===== src/rtl/tcp_pkg.sv =====
// Purpose: constants and carriers for the timer 2 capture block
// Assumes: byte-wide register port, 250 MHz system clock
// Notes: control offset is fixed; the other offsets are local choices
package tcp_pkg;
   localparam logic [7:0] ADDR_CTRL = 8'hc8;
   localparam logic [7:0] ADDR_CLKCTL = 8'h8e;
   localparam logic [7:0] ADDR_RLL = 8'hca;
   localparam logic [7:0] ADDR_RLH = 8'hcb;
   localparam logic [7:0] ADDR_CNTL = 8'hcc;
   localparam logic [7:0] ADDR_CNTH = 8'hcd;
   localparam logic [7:0] ADDR_IRQ_STAT = 8'hd0;
   localparam logic [7:0] ADDR_IRQ_EN = 8'hd1;
   localparam logic [7:0] ADDR_IRQ_CLR = 8'hd2;
   localparam logic [7:0] CTRL_RESET = 8'h00;
   localparam logic [7:0] CLKCTL_RESET = 8'h00;
   localparam logic [7:0] IRQ_EN_RESET = 8'h00;
   localparam int BIT_TFH = 7;
   localparam int BIT_TFL = 6;
   localparam int BIT_LIE = 5;
   localparam int BIT_CEN = 4;
   localparam int BIT_SPLIT = 3;
   localparam int BIT_RUN = 2;
   localparam int BIT_XCLK = 0;
   localparam int CK_LOW_SEL = 4;
   localparam int CK_HIGH_SEL = 5;
   localparam int IRQ_HIGH = 0;
   localparam int IRQ_LOW = 1;
   localparam int IRQ_CAPT = 2;
   localparam logic [3:0] DIV12_LAST = 4'hb;
   localparam logic [1:0] DIV8_LAST = 2'h3;
   localparam logic [7:0] BYTE_MAX = 8'hff;

   typedef struct packed {
      logic [7:0] addr;
      logic [7:0] wdata;
      logic wr;
      logic rd;
   } tcp_bus_s;
endpackage


===== src/rtl/tcp_edge.sv =====
// Purpose: divide the sampled external clock by 8, flag falling edges
// Assumes: external oscillator already synchronous to i_clk
// Notes: o_fall is a one-cycle pulse per eighth external clock, o_ext_tick a one-cycle pulse per external clock
`timescale 1ns/100ps
module tcp_edge (
   input wire logic i_clk,
   input wire logic i_resetn,
   input wire logic i_ext_osc,
   output logic o_fall,
   output logic o_ext_tick
);
   logic ext_q;
   logic [1:0] div_q;
   logic div_out_q;
   logic rise;

   assign rise = i_ext_osc & ~ext_q;

   always_ff @(posedge i_clk or negedge i_resetn) begin
      if (!i_resetn) begin
         ext_q <= 1'b0;
      end else begin
         ext_q <= i_ext_osc;
      end
   end

   // divide by 8: toggle the divided level every fourth external edge
   always_ff @(posedge i_clk or negedge i_resetn) begin
      if (!i_resetn) begin
         div_q <= 2'h0;
         div_out_q <= 1'b0;
      end else if (rise) begin
         div_q <= div_q + 2'h1;
         if (div_q == tcp_pkg::DIV8_LAST) begin
            div_out_q <= ~div_out_q;
         end
      end
   end

   assign o_fall = rise && (div_q == tcp_pkg::DIV8_LAST) && div_out_q;
   assign o_ext_tick = rise;
endmodule


===== src/rtl/tcp_timer2.sv =====
// What this block does
// - count clock is system clock, system clock divided by 12, or external input
// - capture copies count into reload, sets high flag
// - capture on falling edge of oscillator over 8
// - capture on with system_clock select: count every clock
// - high flag sets when high byte wraps
// Purpose: timer 2 with external oscillator capture and overflow flags
// Assumes: one clock domain, byte register port, read data one cycle late
// Notes: irq output is high while an enabled sticky event bit is set
`timescale 1ns/100ps
module tcp_timer2 (
   input wire logic i_clk,
   input wire logic i_resetn,
   input wire tcp_pkg::tcp_bus_s i_bus,
   input wire logic i_ext_osc,
   output logic [7:0] o_rdata,
   output logic o_irq
);
   logic [7:0] ctrl_q;
   logic [7:0] clkctl_q;
   logic [7:0] cnt_lo_q;
   logic [7:0] cnt_hi_q;
   logic [7:0] rl_lo_q;
   logic [7:0] rl_hi_q;
   logic [3:0] div12_q;
   logic [2:0] irq_stat_q;
   logic [2:0] irq_en_q;
   logic [7:0] rdata_q;
   logic capture;
   logic ext_tick;
   logic tick_div12;
   logic tick_lo;
   logic tick_hi;
   logic run_lo;
   logic run_hi;
   logic wrap_lo;
   logic wrap_hi;
   logic set_tfh;
   logic set_tfl;
   logic split;
   logic cen;
   localparam logic [2:0] IRQ_EN_RESET_W = tcp_pkg::IRQ_EN_RESET[2:0];

   function automatic logic wr_at(input tcp_pkg::tcp_bus_s b,
                                  input logic [7:0] a);
      wr_at = b.wr && (b.addr == a);
   endfunction

   // pick a byte clock from its system_clock select and the external select
   function automatic logic pick_tick(input logic sys_sel,
                                      input logic xclk,
                                      input logic d12,
                                      input logic ext);
      if (sys_sel) begin
         pick_tick = 1'b1;
      end else if (xclk) begin
         pick_tick = ext;
      end else begin
         pick_tick = d12;
      end
   endfunction

   tcp_edge u_edge (
      .i_clk(i_clk),
      .i_resetn(i_resetn),
      .i_ext_osc(i_ext_osc),
      .o_fall(capture),
      .o_ext_tick(ext_tick)
   );

   assign split = ctrl_q[tcp_pkg::BIT_SPLIT];
   assign cen = ctrl_q[tcp_pkg::BIT_CEN];
   assign tick_div12 = (div12_q == tcp_pkg::DIV12_LAST);
   assign tick_lo = pick_tick(clkctl_q[tcp_pkg::CK_LOW_SEL],
      ctrl_q[tcp_pkg::BIT_XCLK], tick_div12, ext_tick);
   assign tick_hi = split ? pick_tick(clkctl_q[tcp_pkg::CK_HIGH_SEL],
      ctrl_q[tcp_pkg::BIT_XCLK], tick_div12, ext_tick) : tick_lo;
   // in split mode the low byte always runs
   assign run_lo = split | ctrl_q[tcp_pkg::BIT_RUN];
   assign run_hi = ctrl_q[tcp_pkg::BIT_RUN];
   assign wrap_lo = run_lo && tick_lo && (cnt_lo_q == tcp_pkg::BYTE_MAX);
   assign wrap_hi = split
      ? (run_hi && tick_hi && (cnt_hi_q == tcp_pkg::BYTE_MAX))
      : (wrap_lo && (cnt_hi_q == tcp_pkg::BYTE_MAX));
   assign set_tfh = wrap_hi | (cen & capture);
   assign set_tfl = wrap_lo;

   always_ff @(posedge i_clk or negedge i_resetn) begin
      if (!i_resetn) begin
         div12_q <= 4'h0;
      end else if (tick_div12) begin
         div12_q <= 4'h0;
      end else begin
         div12_q <= div12_q + 4'h1;
      end
   end

   // control and clock control; flag sets win over software writes
   always_ff @(posedge i_clk or negedge i_resetn) begin
      if (!i_resetn) begin
         ctrl_q <= tcp_pkg::CTRL_RESET;
         clkctl_q <= tcp_pkg::CLKCTL_RESET;
      end else begin
         if (wr_at(i_bus, tcp_pkg::ADDR_CTRL)) begin
            ctrl_q <= i_bus.wdata & 8'hfd;
         end
         if (wr_at(i_bus, tcp_pkg::ADDR_CLKCTL)) begin
            clkctl_q <= i_bus.wdata;
         end
         if (set_tfh) begin
            ctrl_q[tcp_pkg::BIT_TFH] <= 1'b1;
         end
         if (set_tfl) begin
            ctrl_q[tcp_pkg::BIT_TFL] <= 1'b1;
         end
      end
   end

   // count and auto-reload; capture mode keeps reload for the snapshot, except that the split-mode low byte still reloads from rl_lo_q
   always_ff @(posedge i_clk or negedge i_resetn) begin
      if (!i_resetn) begin
         cnt_lo_q <= 8'h00;
         cnt_hi_q <= 8'h00;
      end else begin
         if (wr_at(i_bus, tcp_pkg::ADDR_CNTL)) begin
            cnt_lo_q <= i_bus.wdata;
         end else if (run_lo && tick_lo) begin
            cnt_lo_q <= (wrap_lo && split) ? rl_lo_q
               : ((wrap_hi && !cen) ? rl_lo_q : cnt_lo_q + 8'h01);
         end
         if (wr_at(i_bus, tcp_pkg::ADDR_CNTH)) begin
            cnt_hi_q <= i_bus.wdata;
         end else if (split ? (run_hi && tick_hi) : wrap_lo) begin
            cnt_hi_q <= (wrap_hi && !cen) ? rl_hi_q : cnt_hi_q + 8'h01;
         end
      end
   end

   // reload pair, loaded by software or by a capture
   always_ff @(posedge i_clk or negedge i_resetn) begin
      if (!i_resetn) begin
         rl_lo_q <= 8'h00;
         rl_hi_q <= 8'h00;
      end else if (cen && capture) begin
         rl_lo_q <= cnt_lo_q;
         rl_hi_q <= cnt_hi_q;
      end else begin
         if (wr_at(i_bus, tcp_pkg::ADDR_RLL)) begin
            rl_lo_q <= i_bus.wdata;
         end
         if (wr_at(i_bus, tcp_pkg::ADDR_RLH)) begin
            rl_hi_q <= i_bus.wdata;
         end
      end
   end

   // sticky events; a same-cycle event beats the clear
   always_ff @(posedge i_clk or negedge i_resetn) begin
      if (!i_resetn) begin
         irq_stat_q <= 3'h0;
         irq_en_q <= IRQ_EN_RESET_W;
      end else begin
         if (wr_at(i_bus, tcp_pkg::ADDR_IRQ_EN)) begin
            irq_en_q <= i_bus.wdata[2:0];
         end
         irq_stat_q <= (irq_stat_q
            & ~(wr_at(i_bus, tcp_pkg::ADDR_IRQ_CLR)
               ? i_bus.wdata[2:0] : 3'h0))
            | {cen & capture, set_tfl & ctrl_q[tcp_pkg::BIT_LIE], wrap_hi};
      end
   end

   always_ff @(posedge i_clk or negedge i_resetn) begin
      if (!i_resetn) begin
         rdata_q <= 8'h00;
      end else if (i_bus.rd) begin
         case (i_bus.addr)
            tcp_pkg::ADDR_CTRL: rdata_q <= ctrl_q;
            tcp_pkg::ADDR_CLKCTL: rdata_q <= clkctl_q;
            tcp_pkg::ADDR_RLL: rdata_q <= rl_lo_q;
            tcp_pkg::ADDR_RLH: rdata_q <= rl_hi_q;
            tcp_pkg::ADDR_CNTL: rdata_q <= cnt_lo_q;
            tcp_pkg::ADDR_CNTH: rdata_q <= cnt_hi_q;
            tcp_pkg::ADDR_IRQ_STAT: rdata_q <= {5'h00, irq_stat_q};
            tcp_pkg::ADDR_IRQ_EN: rdata_q <= {5'h00, irq_en_q};
            default: rdata_q <= 8'h00;
         endcase
      end else begin
         rdata_q <= 8'h00;
      end
   end

   assign o_rdata = rdata_q;
   assign o_irq = |(irq_stat_q & irq_en_q);
endmodule


===== config.mk =====
export PLATFORM = sky130hd
export DESIGN_NAME = tcp_timer2
export DESIGN_NICKNAME = d
export VERILOG_FILES = /design/src/rtl/tcp_pkg.sv /design/src/rtl/tcp_edge.sv /design/src/rtl/tcp_timer2.sv
export SDC_FILE = /design/constraint.sdc
export NUM_CORES = 1
export LEC_CHECK = 0
export ABC_AREA = 1
export BUFFER_PORTS_ARGS = -buffer_cell sky130_fd_sc_hd__buf_2
export CELL_PAD_IN_SITES_DETAIL_PLACEMENT = 1
export CELL_PAD_IN_SITES_GLOBAL_PLACEMENT = 1
export CORE_MARGIN = 4
export CORE_UTILIZATION = 40
export DETAILED_ROUTE_END_ITERATION = 12
export PLACE_DENSITY = 0.79
export SYNTH_ARGS = -nofsm -noshare
export SYNTH_HDL_FRONTEND = slang
export SYNTH_SLANG_ARGS = --single-unit
export TNS_END_PERCENT = 30

===== constraint.sdc =====
create_clock -name i_clk -period 2.5 [get_ports i_clk]
set_input_delay 0 -clock i_clk [delete_from_list [all_inputs] [get_ports i_clk]]
set_output_delay 0 -clock i_clk [all_outputs]
set_load 0.01 [all_outputs]

==> results by group <==
Critical path
  • Crit path required time: roughly 2.7 ns
  • RR Startpoint: cnt_lo_q[0]
  • Critical Path Source Type: flip-flop
  • Slowest stage delay, CP: between 0.4 and 0.5 ns
  • WP data arrival: around 2.4 ns
  • CP endpoint kind: flip-flop
  • CP Class: flip-flop to flip-flop
  • Worst path most repeated cell: nand3_1
  • CP cell instances: ha_1, nand3_2, nor2_2, nand4_1, nand2_2, nand3_4, inv_2, nand2_1, nand3_1, nand3_1
  • CP max stage cell: dfrtp_1
  • CP Max Fanout: 18
  • Critical path startpoint: cnt_lo_q[0]

Floorplanning
  • Die Y: between 100 and 150 um
  • Die Area: 11,230 um^2
  • Core ar.: between 9000 and 10,000 um^2
  • Starting Density: ~41%
  • # rows: 35
  • Die Wd: approximately 110 um
  • I/O pin count: 30

Detailed routing
  • Final wirelength: 12,570 um
  • Via-to-Cell Ratio: 5.481
  • Drt wl/cell: between 15 and 20 um
  • ANT nets after route: 0
  • Drt drc: 0
  • Routed vias: between 3,000 and 4,000
  • DRC marker count from the first detailed-route iteration: just under 200
  • Drt first pass iters: 4

Global route
  • First-pass GRT wire length: roughly 21,000 um
  • Largest net degree at the start of global routing: 37
  • Initial antenna violation count: 0
  • Total grt overflow: 0
  • Vias in the first global route: between 3,000 and 4,000
  • GRT Util Overall: a little under a quarter

Layout
  • Fillcell total: between 1,000 and 1,500
  • # nets final: ~560
  • Antenna cell count: 0
  • Core Util, Final: roughly half
  • Layout cells sized above 1: roughly 15%
  • Synth-to-layout area growth: 17.76%
  • Final instance area: around 4500 um^2
  • Footprint of the multi-input gates: ~1800 um^2
  • Register area: approximately 1700 um^2

Synth
  • Synth Register Bits: between 60 and 70
  • Synth area leaders: dfrtp_1 (45%), nand2_1 (9.3%), inv_1 (8.1%)
  • Synth Net Count: 505
  • Post-synthesis mux area share: less than 1%
  • Yosys cell types: slightly above 40
  • Yosys warns: 0
  • Yosys top cell area share: between 40% and 50%
  • Area leader, netlist: dfrtp_1
  • Sequential area share after synthesis: approximately 45%
  • Mapped Avg Cell Area: 7.997 um^2
  • Xor/xnor share of the synthesized area: under 10%
  • Compound-Gate Fraction of Synth Area: between 10% and 20%
  • Fraction of the mapped netlist area in simple logic gates: a little over a quarter
  • Synthesized instance count: between 400 and 500
  • Synthesized area: 3839 um^2
  • Post-synthesis adder-cell area fraction: under 10%
  • Largest family of logic cells by synthesized area: simple AND/OR/NAND/NOR gates

Place
  • # port buffers: 29
  • DP Area: ~4200 um^2
  • Final Wtd Congestion: about 0.90
  • DP Wirelength: 9242 um

Power and ir drop
  • PwrDens: 871.5 nW/um^2
  • Worst VDD drop: roughly 0.29 mV
  • Switching share of total power: about 36%
  • Power, Total: about 3900 uW
  • Psw: between 1000 and 1500 uW
  • Pint: approximately 2500 uW
  • Clock power frac: about 29%
  • Leak: approximately 0.0022 uW
  • Combinational power share: between 20% and 30%
  • Seq pwr share: 43.0%

CTS
  • Clock transition at path regs: approximately 0.080 ns
  • Setup bufs post-CTS: 0
  • Hold_buf cts: 10
  • Total CTS buffers: 9
  • Resized Gates After CTS: 0
  • Clk Latency, worst-skew pair: 0.36 ns
  • H-tree depth: 3
  • Root Buffer: clkbuf_8
  • CTS tree: built
  • Clock Tree Buf Depth: 2
  • Clock Sinks: 69

Timing
  • Final setup fails: 0
  • Achievable frequency: 470.7 MHz
  • Worst hold slack: about 0.039 ns
  • Fin crit share: a little over four fifths
  • Worst Tran Pin Value: 0.8423 ns
  • Fin crit period: between 2 and 2.5 ns
  • Max_slew headroom: 43.85%
  • Fin. Hold Viols: 0
  • Setup Skew: between 0.01 and 0.015 ns
  • RSZ-0062 raised after global routing: no
  • Setup TNS: 0 ns
  • Slew Limit Fails: 0

Flow run
  • Max-cap viol count: 0

Min path
  • Type of the worst min-delay path: primary input to flip-flop
  • Min-Delay Startpoint: i_bus[1]

Outcome
  • Status: finished, final reports clean
cell families after synthesis:
kind of cell               count (synthesis)
AOI/OAI and AO/OA                         95
buffers and inverters                     91
xor gates and xnor gates                  14
DFF                                       69
adders and majority gates                  4
muxes                                      1
and+or+nand+nor                          206
worst paths after layout:
kind | endpoint | cells after the start | slack (ns)
setup / recovery | cnt_hi_q[1] | 10 | 0.38
hold / removal | irq_en_q[2] | 3 | 0.04
setup reg to reg | cnt_hi_q[1] | 10 | 0.38
hold reg to reg | u_edge.div_q[0] | 1 | 0.50
max in group asynchronous | cnt_lo_q[5] | 3 | 1.52
min in group asynchronous | u_edge.div_q[0] | 2 | 0.28
power groups by stage:
stage	Clock, uW	Combinational (uW)	Sequential (uW)
global placement	0	1030	1690
CTS	1160	1110	1690
global route	1220	1250	1730
finish	1150	1100	1690
detailed placement	0	1090	1710
floorplan	0	784	1630
cell usage after synthesis:
| cell | instances |
|---|---|
| xor2_1 | 13 |
| inv_1 | 83 |
| o21ai_1 | 2 |
| nand2_2 | 5 |
| o221ai_1 | 1 |
| mux2_2 | 1 |
| nand3b_2 | 1 |
| nor2_1 | 28 |
| dfrtp_1 | 69 |
| nor3b_2 | 1 |
| a22oi_1 | 16 |
| nor2_2 | 4 |
| inv_2 | 3 |
| nor3_4 | 1 |
| o2111ai_1 | 1 |
| nand3b_1 | 1 |
| or2_1 | 1 |
| nand4_1 | 4 |
| nand3_1 | 42 |
| nand3_4 | 1 |
| o21a_1 | 1 |
| nand4_2 | 1 |
| nand2_4 | 1 |
| nor3_2 | 1 |
| nand4_4 | 1 |
| a31oi_1 | 2 |
| o22ai_1 | 27 |
| nand2_1 | 95 |
| clkbuf_1 | 1 |
| nor4_1 | 1 |
| a211o_1 | 1 |
| a21oi_1 | 7 |
| o21ai_2 | 1 |
| nand3_2 | 2 |
| buf_2 | 3 |
| ha_1 | 4 |
| buf_6 | 1 |
| nor2_4 | 4 |
| o21ai_0 | 36 |
| xnor2_1 | 1 |
| nor3_1 | 11 |
routing by layer:
layer  track usage [%]  share of wire [%]  wire length [um]
met3             4.432                5.5               685
met5                 0                  0                 0
met2             40.57                 49              6183
met1             29.98                 43              5376
met4             8.048                2.6               321
registers in the layout, indices dropped and copies added (netlist names):
register,count
clkctl_q,8
cnt_hi_q,8
cnt_lo_q,8
ctrl_q,7
div12_q,4
irq_en_q,3
irq_stat_q,3
o_rdata,8
rl_hi_q,8
rl_lo_q,8
u_edge.div_out_q,1
u_edge.div_q,2
u_edge.ext_q,1
worst max-delay path, delay by kind of cell (launching register included):
kind	cells	cell delay (ns)
buffers and inverters	1	0.27
AND/OR/NAND/NOR	8	1.08
adder cells (fa/ha/maj)	1	0.22
flip-flops	1	0.42
metrics by stage:
stage               worst slack, ns  std cells
floorplan                    0.8657        480
global placement             0.5563        639
detailed placement           0.4024        639
CTS                          0.3816        665
global route                 0.2005        665
finish                       0.3757        665
placed cells by master, fill, tap and decap left out, types with 2 or more instances in the layout:
| master | count |
|---|---|
| nand2_1 | 95 |
| inv_1 | 83 |
| dfrtp_1 | 69 |
| nand3_1 | 42 |
| o21ai_0 | 36 |
| buf_2 | 29 |
| nor2_1 | 28 |
| o22ai_1 | 27 |
| a22oi_1 | 16 |
| xor2_1 | 13 |
| nor3_1 | 11 |
| clkbuf_8 | 10 |
| dlygate4sd3_1 | 10 |
| a21oi_1 | 7 |
| nand2_2 | 5 |
| buf_4 | 5 |
| nor2_2 | 4 |
| nor2_4 | 4 |
| nand4_1 | 4 |
| ha_1 | 4 |
| inv_2 | 3 |
| bufinv_16 | 3 |
| a31oi_1 | 2 |
| nand3_2 | 2 |
| o21ai_1 | 2 |
| clkinvlp_4 | 2 |
final cells by class:
| cell class | instances | area share [%] |
|---|---|---|
| Tap cell | 129 | 3.570 |
| Inverter | 86 | 7.141 |
| Clock inverter | 6 | 2.436 |
| Clock buffer | 10 | 3.045 |
| Multi-Input combinational cell | 320 | 38.92 |
| Timing Repair Buffer | 45 | 6.698 |
| Sequential cell | 69 | 38.20 |
Power figures use the tool's default switching activity.
